--- config.mk ---
export PLATFORM = sky130hd
export DESIGN_NAME = bct_core_end_flat
export DESIGN_NICKNAME = d
export VERILOG_FILES = /design/src/verilog/bct_pkg.sv /design/src/verilog/bct_bus_if.sv /design/src/verilog/bct_core_end.sv /design/src/flat_wrapper.sv
export VERILOG_INCLUDE_DIRS = /design/src /design/src/verilog
export SDC_FILE = /design/constraint.sdc
export NUM_CORES = 1
export LEC_CHECK = 0
export BUFFER_PORTS_ARGS = -buffer_cell sky130_fd_sc_hd__buf_2
export CORE_MARGIN = 5
export CORE_UTILIZATION = 35
export DETAILED_ROUTE_END_ITERATION = 10
export PLACE_DENSITY = 0.64
export SLEW_MARGIN = 20
export SYNTH_ARGS = -nofsm -noshare
export SYNTH_HDL_FRONTEND = slang
export SYNTH_SLANG_ARGS = --single-unit
export TNS_END_PERCENT = 1
--- constraint.sdc ---
create_clock -name clk_i -period 2.15 [get_ports clk_i]
set_clock_uncertainty 0.1 [all_clocks]
set_input_delay 0.1075 -clock clk_i [delete_from_list [all_inputs] [get_ports clk_i]]
set_output_delay 0.1075 -clock clk_i [all_outputs]
set_load 0.05 [all_outputs]
--- src/verilog/bct_regs.svh ---
// Constants for the bus cycle termination and interrupt acknowledge ends
// Function
// - Alternate acknowledge drives fixed address and modifier pattern
// - Acknowledge is a byte read with transfer start
// - Transfer start negated in the second cycle
// - Peripheral returns vector with enable and acknowledge
// - Acknowledge ends cycle, otherwise wait and resample
// - Peripheral drops enable and acknowledge next cycle, except between beats of a line
// - Unanswered acknowledge gets vector 24 with error
// - Spurious vector latched on the error edge
// - Spurious acknowledge may end with normal acknowledge
// - Far end raises error after a timeout
// - Acknowledge and error switch on one edge
// - Error wins, acknowledge completes, neither waits
// - Error abandons remaining longwords of a line
// - Prefetch error pends until used, branch discards
// - Later line longword error only if requested
// - Misaligned operand error in either longword immediate
// - Write or requested read error is immediate
// - Instruction fill invalidates line, stays invalid on error
// - Buffered write error not tied to instruction
// - Access errors come from three sources only
// - Error while stacking halts with status F
// - Bus reset held at least six cycles
// - Static strap selects alternate acknowledge encoding
`ifndef BCT_REGS_SVH
`define BCT_REGS_SVH

`define BCT_SIZE_LONG 2'h0
`define BCT_SIZE_BYTE 2'h1
`define BCT_SIZE_LINE 2'h3
`define BCT_TT_NORMAL 2'h0
`define BCT_TT_ALT_IACK 2'h0
`define BCT_TT_NAT_IACK 2'h3
`define BCT_TM_NORMAL 3'h0
`define BCT_TM_ALT_IACK 3'h7
`define BCT_ALT_ADDR_HI 28'hFFFFFFF
`define BCT_NAT_ADDR_HI 27'h7FFFFFF
`define BCT_ALT_ADDR_LO 1'h1
`define BCT_NAT_ADDR_LO 2'h0
`define BCT_VEC_MSB 31
`define BCT_VEC_LSB 24
`define BCT_SPURIOUS_VEC 8'h18
`define BCT_PST_RUN 4'h0
`define BCT_PST_HALT 4'hF
`define BCT_LAST_BEAT 2'h3
`define BCT_RST_CYCLES 3'h6
`define BCT_CLK_NS 8
`define BCT_TIMEOUT_NS 2000
`define BCT_TIMEOUT_CYC ((`BCT_TIMEOUT_NS + `BCT_CLK_NS - 1) / `BCT_CLK_NS)

`endif

--- src/verilog/bct_pkg.sv ---
// Types for the bus termination link: request kinds and the state of each end
package bct_pkg;

   typedef enum logic [2:0] {
      BCT_KIND_OPERAND,
      BCT_KIND_PREFETCH,
      BCT_KIND_LINE_INSTR,
      BCT_KIND_LINE_DATA,
      BCT_KIND_WRITE,
      BCT_KIND_BUF_WRITE,
      BCT_KIND_IACK
   } bct_kind_t;

   typedef enum logic [1:0] {
      BCT_ST_IDLE,
      BCT_ST_START,
      BCT_ST_WAIT,
      BCT_ST_HALT
   } bct_core_state_t;

   typedef enum logic {
      BCT_PS_IDLE,
      BCT_PS_BUSY
   } bct_peer_state_t;

endpackage

--- src/verilog/bct_bus_if.sv ---
// Master bus signals between the processor end and the peripheral end
`timescale 1ns/1ps
interface bct_bus_if;
   logic [31:0] master_address;
   logic [2:0] transfer_modifier;
   logic [1:0] transfer_type;
   logic read_write_n;
   logic [1:0] transfer_size;
   logic transfer_start_n;
   logic [31:0] read_data_bus;
   logic input_enable;
   logic transfer_ack_n;
   logic transfer_error_ack_n;
   logic bus_reset_n;

   modport core (
      output master_address,
      output transfer_modifier,
      output transfer_type,
      output read_write_n,
      output transfer_size,
      output transfer_start_n,
      input read_data_bus,
      input input_enable,
      input transfer_ack_n,
      input transfer_error_ack_n,
      input bus_reset_n
   );

   modport peer (
      input master_address,
      input transfer_modifier,
      input transfer_type,
      input read_write_n,
      input transfer_size,
      input transfer_start_n,
      output read_data_bus,
      output input_enable,
      output transfer_ack_n,
      output transfer_error_ack_n,
      output bus_reset_n
   );
endinterface

--- src/verilog/bct_core_end.sv ---
// Processor end: master bus cycles, acknowledge reads and access error handling
`timescale 1ns/1ps
`include "bct_regs.svh"
module bct_core_end (
   // Clock and reset
   input wire logic clk_i,
   input wire logic reset_i,
   // Bus
   bct_bus_if.core bus,
   // Strap
   input wire logic alt_ack_mode_strap_i,
   // Transfer request
   input wire logic req_i,
   input wire bct_pkg::bct_kind_t req_kind_i,
   input wire logic [31:0] req_addr_i,
   input wire logic [1:0] req_size_i,
   input wire logic [2:0] req_level_i,
   input wire logic [1:0] req_beat_i,
   input wire logic req_misaligned_i,
   // Execution context
   input wire logic use_instr_i,
   input wire logic flush_i,
   input wire logic stacking_i,
   input wire logic stopped_i,
   input wire logic addr_err_i,
   input wire logic wp_err_i,
   input wire logic dbg_cpu_access_i,
   // Results
   output logic busy_o,
   output logic done_o,
   output logic [31:0] rdata_o,
   output logic [7:0] vector_o,
   output logic acc_err_o,
   output logic err_unattr_o,
   output logic prefetch_pend_o,
   output logic line_inval_o,
   output logic line_fill_o,
   output logic line_drop_o,
   output logic [3:0] processor_status_o
);
   bct_pkg::bct_core_state_t state_q, state_d;
   bct_pkg::bct_kind_t kind_q, kind_d;
   logic [1:0] beat_q, beat_d, rbeat_q, rbeat_d;
   logic misal_q, misal_d, alt_q;
   logic [31:0] addr_q, addr_d;
   logic [2:0] tm_q, tm_d;
   logic [1:0] tt_q, tt_d, size_q, size_d;
   logic rw_q, rw_d, ts_n_q, ts_n_d;
   logic busy_d, done_d, err_d, unattr_d, pend_d, inval_d, fill_d, drop_d;
   logic [31:0] rdata_d;
   logic [7:0] vec_d;
   logic [3:0] pst_d;
   logic rst, bus_err, bus_ack, raise, pf_err, halt_now, is_line;

   // Acknowledge address for either encoding
   function automatic logic [31:0] iack_addr(input logic alt, input logic [2:0] lvl);
      iack_addr = alt ? {`BCT_ALT_ADDR_HI, lvl, `BCT_ALT_ADDR_LO} : {`BCT_NAT_ADDR_HI, lvl, `BCT_NAT_ADDR_LO};
   endfunction

   // A line longword error is taken now only when execution wanted it
   function automatic logic line_err_now(input logic [1:0] beat, input logic [1:0] want, input logic mis);
      line_err_now = (beat == want) || (mis && (want != `BCT_LAST_BEAT) && (beat == want + 2'h1));
   endfunction

   function automatic logic kind_is_line(input bct_pkg::bct_kind_t k);
      kind_is_line = (k == bct_pkg::BCT_KIND_LINE_INSTR) || (k == bct_pkg::BCT_KIND_LINE_DATA);
   endfunction

   // Bus reset comes from logic on this clock, so it needs no synchroniser
   assign rst = reset_i || !bus.bus_reset_n;

   always_comb begin
      state_d = state_q;
      kind_d = kind_q;
      beat_d = beat_q;
      rbeat_d = rbeat_q;
      misal_d = misal_q;
      addr_d = addr_q;
      tm_d = tm_q;
      tt_d = tt_q;
      size_d = size_q;
      rw_d = rw_q;
      ts_n_d = 1'b1;
      busy_d = busy_o;
      rdata_d = rdata_o;
      vec_d = vector_o;
      pst_d = processor_status_o;
      done_d = 1'b0;
      err_d = 1'b0;
      unattr_d = 1'b0;
      inval_d = 1'b0;
      fill_d = 1'b0;
      drop_d = 1'b0;
      raise = 1'b0;
      pf_err = 1'b0;
      is_line = kind_is_line(kind_q);
      bus_err = (state_q == bct_pkg::BCT_ST_WAIT) && !bus.transfer_error_ack_n;
      bus_ack = (state_q == bct_pkg::BCT_ST_WAIT) && !bus.transfer_ack_n;
      case (state_q)
         bct_pkg::BCT_ST_IDLE: begin
            if (req_i) begin
               kind_d = req_kind_i;
               beat_d = 2'h0;
               rbeat_d = req_beat_i;
               misal_d = req_misaligned_i;
               ts_n_d = 1'b0;
               busy_d = 1'b1;
               state_d = bct_pkg::BCT_ST_START;
               if (req_kind_i == bct_pkg::BCT_KIND_IACK) begin
                  addr_d = iack_addr(alt_q, req_level_i);
                  tm_d = alt_q ? `BCT_TM_ALT_IACK : req_level_i;
                  tt_d = alt_q ? `BCT_TT_ALT_IACK : `BCT_TT_NAT_IACK;
                  rw_d = 1'b1;
                  size_d = `BCT_SIZE_BYTE;
               end else begin
                  addr_d = req_addr_i;
                  tm_d = `BCT_TM_NORMAL;
                  tt_d = `BCT_TT_NORMAL;
                  rw_d = !((req_kind_i == bct_pkg::BCT_KIND_WRITE) || (req_kind_i == bct_pkg::BCT_KIND_BUF_WRITE));
                  size_d = kind_is_line(req_kind_i) ? `BCT_SIZE_LINE : req_size_i;
               end
               // Old line goes invalid in the same cycle as the fill's transfer start reaches the bus
               inval_d = (req_kind_i == bct_pkg::BCT_KIND_LINE_INSTR);
            end
         end
         bct_pkg::BCT_ST_START: begin
            ts_n_d = 1'b1;
            state_d = bct_pkg::BCT_ST_WAIT;
         end
         bct_pkg::BCT_ST_WAIT: begin
            if (bus_err) begin
               // Error beats acknowledge; remaining line beats are dropped
               state_d = bct_pkg::BCT_ST_IDLE;
               busy_d = 1'b0;
               done_d = 1'b1;
               if (kind_q == bct_pkg::BCT_KIND_IACK) begin
                  vec_d = bus.read_data_bus[`BCT_VEC_MSB:`BCT_VEC_LSB];
               end
               case (kind_q)
                  bct_pkg::BCT_KIND_PREFETCH: pf_err = 1'b1;
                  bct_pkg::BCT_KIND_LINE_INSTR,
                  bct_pkg::BCT_KIND_LINE_DATA: begin
                     if (line_err_now(beat_q, rbeat_q, misal_q)) begin
                        raise = 1'b1;
                     end else begin
                        drop_d = 1'b1;
                     end
                  end
                  bct_pkg::BCT_KIND_BUF_WRITE: begin
                     raise = 1'b1;
                     unattr_d = 1'b1;
                  end
                  default: raise = 1'b1;
               endcase
            end else if (bus_ack) begin
               if (kind_q == bct_pkg::BCT_KIND_IACK) begin
                  vec_d = bus.read_data_bus[`BCT_VEC_MSB:`BCT_VEC_LSB];
               end else if (rw_q) begin
                  rdata_d = bus.read_data_bus;
               end
               if (is_line && (beat_q != `BCT_LAST_BEAT)) begin
                  beat_d = beat_q + 2'h1;
               end else begin
                  state_d = bct_pkg::BCT_ST_IDLE;
                  busy_d = 1'b0;
                  done_d = 1'b1;
                  fill_d = is_line;
               end
            end
            // Neither strobe: stay and resample next edge
         end
         bct_pkg::BCT_ST_HALT: begin
            pst_d = `BCT_PST_HALT;
         end
         default: state_d = bct_pkg::BCT_ST_IDLE;
      endcase
      // Write protection and debug processor space access are the other sources
      if (wp_err_i || (dbg_cpu_access_i && !stopped_i && (state_q != bct_pkg::BCT_ST_HALT))) begin
         raise = 1'b1;
      end
      // Pending prefetch error: set wins over a same cycle discard
      pend_d = prefetch_pend_o;
      if (use_instr_i && prefetch_pend_o) begin
         raise = 1'b1;
         pend_d = 1'b0;
      end
      if (flush_i) begin
         pend_d = 1'b0;
      end
      if (pf_err) begin
         pend_d = 1'b1;
      end
      halt_now = stacking_i && (raise || addr_err_i) && (state_q != bct_pkg::BCT_ST_HALT);
      if (halt_now) begin
         state_d = bct_pkg::BCT_ST_HALT;
         pst_d = `BCT_PST_HALT;
         busy_d = 1'b0;
         ts_n_d = 1'b1;
      end
      err_d = raise && !halt_now && (state_q != bct_pkg::BCT_ST_HALT);
   end

   always_ff @(posedge clk_i) begin
      if (rst) begin
         // Strap is static; caught every reset cycle and held afterwards
         alt_q <= alt_ack_mode_strap_i;
         state_q <= bct_pkg::BCT_ST_IDLE;
         kind_q <= bct_pkg::BCT_KIND_OPERAND;
         beat_q <= 2'h0;
         rbeat_q <= 2'h0;
         misal_q <= 1'b0;
         addr_q <= 32'h00000000;
         tm_q <= `BCT_TM_NORMAL;
         tt_q <= `BCT_TT_NORMAL;
         size_q <= `BCT_SIZE_LONG;
         rw_q <= 1'b1;
         ts_n_q <= 1'b1;
         busy_o <= 1'b0;
         done_o <= 1'b0;
         rdata_o <= 32'h00000000;
         vector_o <= 8'h00;
         acc_err_o <= 1'b0;
         err_unattr_o <= 1'b0;
         prefetch_pend_o <= 1'b0;
         line_inval_o <= 1'b0;
         line_fill_o <= 1'b0;
         line_drop_o <= 1'b0;
         processor_status_o <= `BCT_PST_RUN;
      end else begin
         state_q <= state_d;
         kind_q <= kind_d;
         beat_q <= beat_d;
         rbeat_q <= rbeat_d;
         misal_q <= misal_d;
         addr_q <= addr_d;
         tm_q <= tm_d;
         tt_q <= tt_d;
         size_q <= size_d;
         rw_q <= rw_d;
         ts_n_q <= ts_n_d;
         busy_o <= busy_d;
         done_o <= done_d;
         rdata_o <= rdata_d;
         vector_o <= vec_d;
         acc_err_o <= err_d;
         err_unattr_o <= unattr_d;
         prefetch_pend_o <= pend_d;
         line_inval_o <= inval_d;
         line_fill_o <= fill_d;
         line_drop_o <= drop_d;
         processor_status_o <= pst_d;
      end
   end

   assign bus.master_address = addr_q;
   assign bus.transfer_modifier = tm_q;
   assign bus.transfer_type = tt_q;
   assign bus.read_write_n = rw_q;
   assign bus.transfer_size = size_q;
   assign bus.transfer_start_n = ts_n_q;
endmodule

--- src/flat_wrapper.sv ---
// flat-port wrapper written by rule: the top's interface ports become plain ports
module bct_core_end_flat 
  (clk_i, reset_i, alt_ack_mode_strap_i, req_i, req_kind_i, req_addr_i, req_size_i, req_level_i, req_beat_i, req_misaligned_i, use_instr_i, flush_i, stacking_i, stopped_i, addr_err_i, wp_err_i, dbg_cpu_access_i, busy_o, done_o, rdata_o, vector_o, acc_err_o, err_unattr_o, prefetch_pend_o, line_inval_o, line_fill_o, line_drop_o, processor_status_o, bus_master_address, bus_transfer_modifier, bus_transfer_type, bus_read_write_n, bus_transfer_size, bus_transfer_start_n, bus_read_data_bus, bus_input_enable, bus_transfer_ack_n, bus_transfer_error_ack_n, bus_bus_reset_n);
  bct_bus_if bus_i ();
  input wire logic clk_i;
  input wire logic reset_i;
  input wire logic alt_ack_mode_strap_i;
  input wire logic req_i;
  input wire bct_pkg::bct_kind_t req_kind_i;
  input wire logic [31:0] req_addr_i;
  input wire logic [1:0] req_size_i;
  input wire logic [2:0] req_level_i;
  input wire logic [1:0] req_beat_i;
  input wire logic req_misaligned_i;
  input wire logic use_instr_i;
  input wire logic flush_i;
  input wire logic stacking_i;
  input wire logic stopped_i;
  input wire logic addr_err_i;
  input wire logic wp_err_i;
  input wire logic dbg_cpu_access_i;
  output logic busy_o;
  output logic done_o;
  output logic [31:0] rdata_o;
  output logic [7:0] vector_o;
  output logic acc_err_o;
  output logic err_unattr_o;
  output logic prefetch_pend_o;
  output logic line_inval_o;
  output logic line_fill_o;
  output logic line_drop_o;
  output logic [3:0] processor_status_o;
  output wire logic [$bits(bus_i.master_address)-1:0] bus_master_address;
  output wire logic [$bits(bus_i.transfer_modifier)-1:0] bus_transfer_modifier;
  output wire logic [$bits(bus_i.transfer_type)-1:0] bus_transfer_type;
  output wire logic [$bits(bus_i.read_write_n)-1:0] bus_read_write_n;
  output wire logic [$bits(bus_i.transfer_size)-1:0] bus_transfer_size;
  output wire logic [$bits(bus_i.transfer_start_n)-1:0] bus_transfer_start_n;
  input wire logic [$bits(bus_i.read_data_bus)-1:0] bus_read_data_bus;
  input wire logic [$bits(bus_i.input_enable)-1:0] bus_input_enable;
  input wire logic [$bits(bus_i.transfer_ack_n)-1:0] bus_transfer_ack_n;
  input wire logic [$bits(bus_i.transfer_error_ack_n)-1:0] bus_transfer_error_ack_n;
  input wire logic [$bits(bus_i.bus_reset_n)-1:0] bus_bus_reset_n;
  assign bus_master_address = bus_i.master_address;
  assign bus_transfer_modifier = bus_i.transfer_modifier;
  assign bus_transfer_type = bus_i.transfer_type;
  assign bus_read_write_n = bus_i.read_write_n;
  assign bus_transfer_size = bus_i.transfer_size;
  assign bus_transfer_start_n = bus_i.transfer_start_n;
  assign bus_i.read_data_bus = bus_read_data_bus;
  assign bus_i.input_enable = bus_input_enable;
  assign bus_i.transfer_ack_n = bus_transfer_ack_n;
  assign bus_i.transfer_error_ack_n = bus_transfer_error_ack_n;
  assign bus_i.bus_reset_n = bus_bus_reset_n;
  bct_core_end u_core (.clk_i(clk_i), .reset_i(reset_i), .bus(bus_i), .alt_ack_mode_strap_i(alt_ack_mode_strap_i), .req_i(req_i), .req_kind_i(req_kind_i), .req_addr_i(req_addr_i), .req_size_i(req_size_i), .req_level_i(req_level_i), .req_beat_i(req_beat_i), .req_misaligned_i(req_misaligned_i), .use_instr_i(use_instr_i), .flush_i(flush_i), .stacking_i(stacking_i), .stopped_i(stopped_i), .addr_err_i(addr_err_i), .wp_err_i(wp_err_i), .dbg_cpu_access_i(dbg_cpu_access_i), .busy_o(busy_o), .done_o(done_o), .rdata_o(rdata_o), .vector_o(vector_o), .acc_err_o(acc_err_o), .err_unattr_o(err_unattr_o), .prefetch_pend_o(prefetch_pend_o), .line_inval_o(line_inval_o), .line_fill_o(line_fill_o), .line_drop_o(line_drop_o), .processor_status_o(processor_status_o));
endmodule
Yosys cells after proc, flatten, opt, wreduce, memory -nomap -nowiden
Index checks and enable logic that the tools add are counted.
{"block": "classes", "n_bitwise": 7, "n_addsub": 2, "eq_ne": 27, "n_mux": 48, "reduce_logical": 45}
{"operator": "two-way mux 32 bit", "n": 1}
{"operator": "two-way mux 2 bit", "n": 13}
{"operator": "two-way mux 8 bit", "n": 3}
{"operator": "two-way mux 1 bit", "n": 22}
{"operator": "equality test 3 bit (second input constant)", "n": 5}
{"operator": "equality test 3 x 2 -> 1 bit (second input constant)", "n": 4}
{"operator": "logical AND 1 bit", "n": 12}
{"operator": "inequality test 2 bit (second input constant)", "n": 6}
{"operator": "AND reduction 5 bit", "n": 2}
{"operator": "OR reduction 3 bit", "n": 3}
{"operator": "two-way mux 4 bit", "n": 2}
{"operator": "AND reduction 4 bit", "n": 2}
{"operator": "logical OR 1 bit", "n": 7}
{"operator": "inverter 1 bit", "n": 7}
{"operator": "logical NOT 1 bit", "n": 6}
{"operator": "two-way mux 3 bit", "n": 2}
{"operator": "inequality test 3 x 2 -> 1 bit (second input constant)", "n": 2}
{"operator": "one-hot mux 2 bit (3 select lines)", "n": 1}
{"operator": "nonzero test 2 bit", "n": 3}
{"operator": "OR reduction 2 bit", "n": 3}
{"operator": "two-way mux 5 bit", "n": 1}
{"operator": "OR reduction 5 bit", "n": 1}
{"operator": "adder 2 x 1 -> 2 bit (second input constant)", "n": 2}
{"operator": "equality test 2 bit", "n": 2}
{"operator": "other kinds (14)", "n": 17}
{"block": "word_totals", "input_bits": 90, "ff_bits": 104}

Depth between registers and ports, before layout
{"block": "depth", "word_depth": 16, "mapped_depth": 9}

Least setup slack after synthesis
No wires, ideal clock.
{"block": "synth_timing", "path_type": "flip-flop to flip-flop", "start": "register u_core.rbeat_q[0]", "end": "register u_core.state_q[0]", "t_arrival_ns": 2.015, "setup_slack_ns": -0.061, "setup_ns": 0.095, "path_stages_with_launch": 7, "path_buffers": 0, "period_less_slack_ns": 2.211, "path_cell_list": "dfxtp_1 ha_1 xor2_1 or4b_4 a2111oi_4 o31ai_1 a221oi_1"}
{"block": "synth_via", "elab_chain_cells": 15}
{"element": "from (decl)", "line": "bct_core_end.sv:43", "source": "logic [1:0] beat_q, beat_d, rbeat_q, rbeat_d;"}
{"element": "from (signal assigned)", "line": "bct_core_end.sv:233", "source": "rbeat_q <= rbeat_d;"}
{"element": "adder 2 x 1 -> 2 bit / inequality test 2 bit (equally long branches)"}
{"element": "equality test 2 bit / logical AND 1 bit (equally long branches)", "line": "bct_core_end.sv:62", "source": "line_err_now = (beat == want) || (mis && (want != `BCT_LAST_BEAT) && (beat == want + 2'h1));"}
{"element": "logical AND 1 bit", "line": "bct_core_end.sv:62"}
{"element": "logical OR 1 bit (*)", "line": "bct_core_end.sv:62"}
{"element": "two-way mux 1 bit (*)", "line": "bct_core_end.sv:143", "source": "if (line_err_now(beat_q, rbeat_q, misal_q)) begin"}
{"element": "one-hot mux 1 bit (2 select lines) (*)", "line": "bct_core_end.sv:139", "source": "case (kind_q)"}
{"element": "two-way mux 1 bit (*)", "line": "bct_core_end.sv:131", "source": "if (bus_err) begin"}
{"element": "two-way mux 1 bit (*)", "line": "bct_core_end.sv:99", "source": "case (state_q)"}
{"element": "two-way mux 1 bit (*)", "line": "bct_core_end.sv:178", "source": "if (wp_err_i || (dbg_cpu_access_i && !stopped_i && (state_q != bct_pkg::BCT_ST_HALT))) begin"}
{"element": "two-way mux 1 bit (*)", "line": "bct_core_end.sv:183", "source": "if (use_instr_i && prefetch_pend_o) begin"}
{"element": "logical OR 1 bit (*)", "line": "bct_core_end.sv:193", "source": "halt_now = stacking_i && (raise || addr_err_i) && (state_q != bct_pkg::BCT_ST_HALT);"}
{"element": "logical AND 1 bit (*) (2 in series)", "line": "bct_core_end.sv:193"}
{"element": "inequality test 4 x 1 -> 1 bit (no line) (tied with other cells)"}
{"element": "AND reduction 4 bit (no line)"}
{"element": "to (signal assigned)", "line": "bct_core_end.sv:207", "source": "state_q <= bct_pkg::BCT_ST_IDLE;"}
{"element": "to (signal assigned)", "line": "bct_core_end.sv:230", "source": "state_q <= state_d;"}
{"element": "to (decl)", "line": "bct_core_end.sv:41", "source": "bct_pkg::bct_core_state_t state_q, state_d;"}
Every way passes the cells marked *; elsewhere a longest branch is shown, timed or not.
A chain may end at the register's enable or synchronous reset.

Worst setup path in the final report
{"block": "layout_timing", "start": "register u_core.rbeat_q[1]", "end": "register u_core.state_q[1]"}
The elaborated chain is that of the path after synthesis.

==> reports/metrics.yaml <==
slew_headroom: 0.600
clk_path_buf_depth: 2
grt_max_degree: 34
syn-num-nets: 568
async_flop_share: 0
post-place-ws_ns: -0.232
pin_count: 183
synth_area_leaders: "dfxtp_1 51%, nand2_1 9.3%, a21oi_1 7.1%"
yosys_warnings: 0
status: "complete, but fails checks"
drv_slew: 0
placed_cells: 772
synthSimpleGateAreaFrac: 0.231
synthMuxAreaShare: 0.0257
crit_type: "flip-flop to flip-flop"
vdd_drop_max_mv: 0.395
tightest_slew_ns: 0.592
critPathCaptureType: "flip-flop"
synthesis.area_mm2: 0.00390
core_mm2: 0.0109
layout_min_cycle_time_ns: 2.36
postRouteAntennaNets: 0
drt_pass1_iterations: 4
syn_inst: 471
htree_num_levels: 3
critical_path.startpoint_type: "flip-flop"
drc: 0
synth_xor_area_frac: 0.00674
ys_seq_elements: 100
synth_edf_count: 1
numPortBuffers: 181
clk_latency_ns: 0.37
place_hpwl_um: 8410
cts.clk_slew.worst_paths_ns: 0.10
synthAdderAreaFrac: 0.0225
synth.top_cells.by_count: "99 x dfxtp_1, 97 x nand2_1, 55 x a21oi_1, 46 x nor2_1, 32 x nor3_1"
synth_top_area_share: 0.509
synth_top_cell_by_area: "dfxtp_1"
area_delta_synth_final_pct: 55.1
setup_viol: 3
grt_pass1_wl_um: 20300
cts_tree: "yes"
rsz0062_at_grt: "true"
numCtsBuffers: 9
power_w: 0.00397
maxCapViolations: 0
die_w_um: 116
cp_slowest_cell: "or4b_4"
drtIter0Drc: 205
syn_avg_cell_area_um2: 8.27
wl_um: 13000
synth_top_family_by_area: "simple AND/OR/NAND/NOR gates"
antenna_found_initial: 0
crit_buf_inv: 0
critPathTopFamily: "compound AO/OA/AOI/OAI gates"
drt-vias-per-instance: 4.93
worstHoldPathType: "primary input to flip-flop"
final.fill_count: 978
power_density_mw_per_mm2: 657
fin_ws_ns: -0.213
final.period_utilization: 1.10
avgRoutedWirePerCell_um: 14.9
ys.flop_type: "dfxtp_1"
synth.most_common_cell: "dfxtp_1"
final-instance-count-excl-fill: 871
grt_usage: 0.193
ys_seq_area_frac: 0.516
vias: 4290
clock-sinks: 100
grt_pass1_vias: 4293
dieArea_mm2: 0.0133
synth-compound-area-share: 0.152
seq_area_mm2: 0.00201
fin_setup_tns_ns: -0.356
max_freq_mhz: 423
critical_path.max_fanout: 3
dieHeight_um: 116
multi_input_area_mm2: 0.00175
finalHoldViolations: 0
grt_remaining_overflow: 0
cp.required_ns: 2.31
start_util: 0.358
cts_root_buf: "clkbuf_8"
crit_path_cell_trace: "ha_4 > xor2_1 > or4b_4 > a2111oi_4 > o31ai_2 > a221oi_2"
synth.distinct_cells: 40
gp_congestion: 0.744
worstPathArrival_ns: 2.53
cpPeakStageDelay_ns: 0.54
power.leakage_nw: 2.74
rows: 38
nets: 822
drive_gt1_frac: 0.307
violations: "setup timing"
## logic make-up (layout without fill, tap and decap cells)
group | Yosys count | count (layout)
AO/OA/AOI/OAI | 104 | 104
other | 0 | 1
buffers and inverters | 44 | 303
AND/OR/NAND/NOR | 203 | 203
flip-flops | 100 | 100
multiplexers | 10 | 10
XOR/XNOR | 3 | 3
adder cells (fa/ha/maj) | 7 | 7
## power breakdown
part           switching (W)  leakage [nW]  internal (W)
Clock               0.000645         0.107      0.000687
Combinational       0.000419          1.82      0.000281
Sequential         0.0000325         0.814       0.00191
## placed cells by master, fill, tap and decap left out, types with 2 or more instances in the layout
| master | netlist | routed |
|---|---|---|
| nand3_1 | 4 | 3 |
| inv_1 | 7 | 7 |
| o21ai_0 | 28 | 28 |
| o21ai_1 | 3 | 3 |
| nand2_1 | 97 | 97 |
| dfxtp_2 | 0 | 2 |
| nor2_1 | 46 | 46 |
| nand2b_1 | 5 | 5 |
| or4b_1 | 2 | 2 |
| buf_4 | 4 | 16 |
| clkbuf_8 | 0 | 10 |
| xnor2_1 | 2 | 2 |
| nor3_1 | 32 | 32 |
| dlygate4sd3_1 | 0 | 81 |
| clkbuf_1 | 27 | 2 |
| mux2i_1 | 10 | 10 |
| a311oi_1 | 2 | 2 |
| o211ai_1 | 6 | 6 |
| bufinv_16 | 0 | 2 |
| a21oi_1 | 55 | 55 |
| nor4_1 | 2 | 2 |
| dfxtp_1 | 99 | 97 |
| nand3b_1 | 2 | 2 |
| nor4b_1 | 3 | 2 |
| ha_1 | 7 | 6 |
| nor2b_1 | 4 | 3 |
| buf_2 | 0 | 181 |
## through the flow
stage          cell area [um^2]  hold WS [ns]  utilization
3_5_place_dp               4980         0.186        0.458
2_1_floorplan              3910        0.0842            -
3_3_place_gp               4980         0.189        0.458
6_report                   6040        0.0718        0.555
4_1_cts                    6030        0.0473        0.554
5_1_grt                    6040        0.0787        0.555
## state kept, by name, indices dropped and copies added, names as in the netlist, 2 cells and up
signal and count:
u_core.bus.master_address 32, u_core.rdata_o 32, u_core.vector_o 8, u_core.bus.transfer_modifier 3, u_core.kind_q 3, u_core.beat_q 2
u_core.bus.transfer_size 2, u_core.rbeat_q 2, u_core.state_q 2
## per-layer routing
layer / vias up / routed length, um / GRT usage
met1: 1977 / 5110 / 0.214
met4: 0 / 436 / 0.106
met2: 183 / 6590 / 0.344
li1: 2091 / - / -
met3: 39 / 834 / 0.0402
met5: - / 0 / 0
## path summary, 6_finish.rpt
kind | cells after the start | to | from | slack, ns
max | 6 | u_core.state_q[1] | u_core.rbeat_q[1] | -0.21
min | 5 | u_core.acc_err_o | dbg_cpu_access_i | 0.07
max reg2reg | 6 | u_core.state_q[1] | u_core.rbeat_q[1] | -0.21
min reg2reg | 2 | u_core.rdata_o[28] | u_core.rdata_o[28] | 0.36
## worst min-delay path, stage by stage
cell	delay, ns
buf_2	0.09
nand2b_1	0.06
o21ai_1	0.08
nor2_1	0.10
nor4_1	0.05
## final cells by class
cell class	instances	share of cell area
flip-flops and latches	100	0.333
diodes	1	0.000414
multi-input cells	327	0.289
well taps	140	0.0290
repair buffers	279	0.307
clock buffers	12	0.0240
clock inverters	4	0.0120
inverters	8	0.00497
## timing repair
action | 4_1_cts | 5_1_grt
cloned | 0 | 0
endpoints found under the hold margin | 90 | 0
endpoints found under the setup margin | 4 | 7
pin swaps | 4 | 1
buffers inserted | 1 | 0
gates resized for setup | 2 | 2
hold buffers | 81 | 0
No activity file was read; power rests on OpenSTA's default activity.
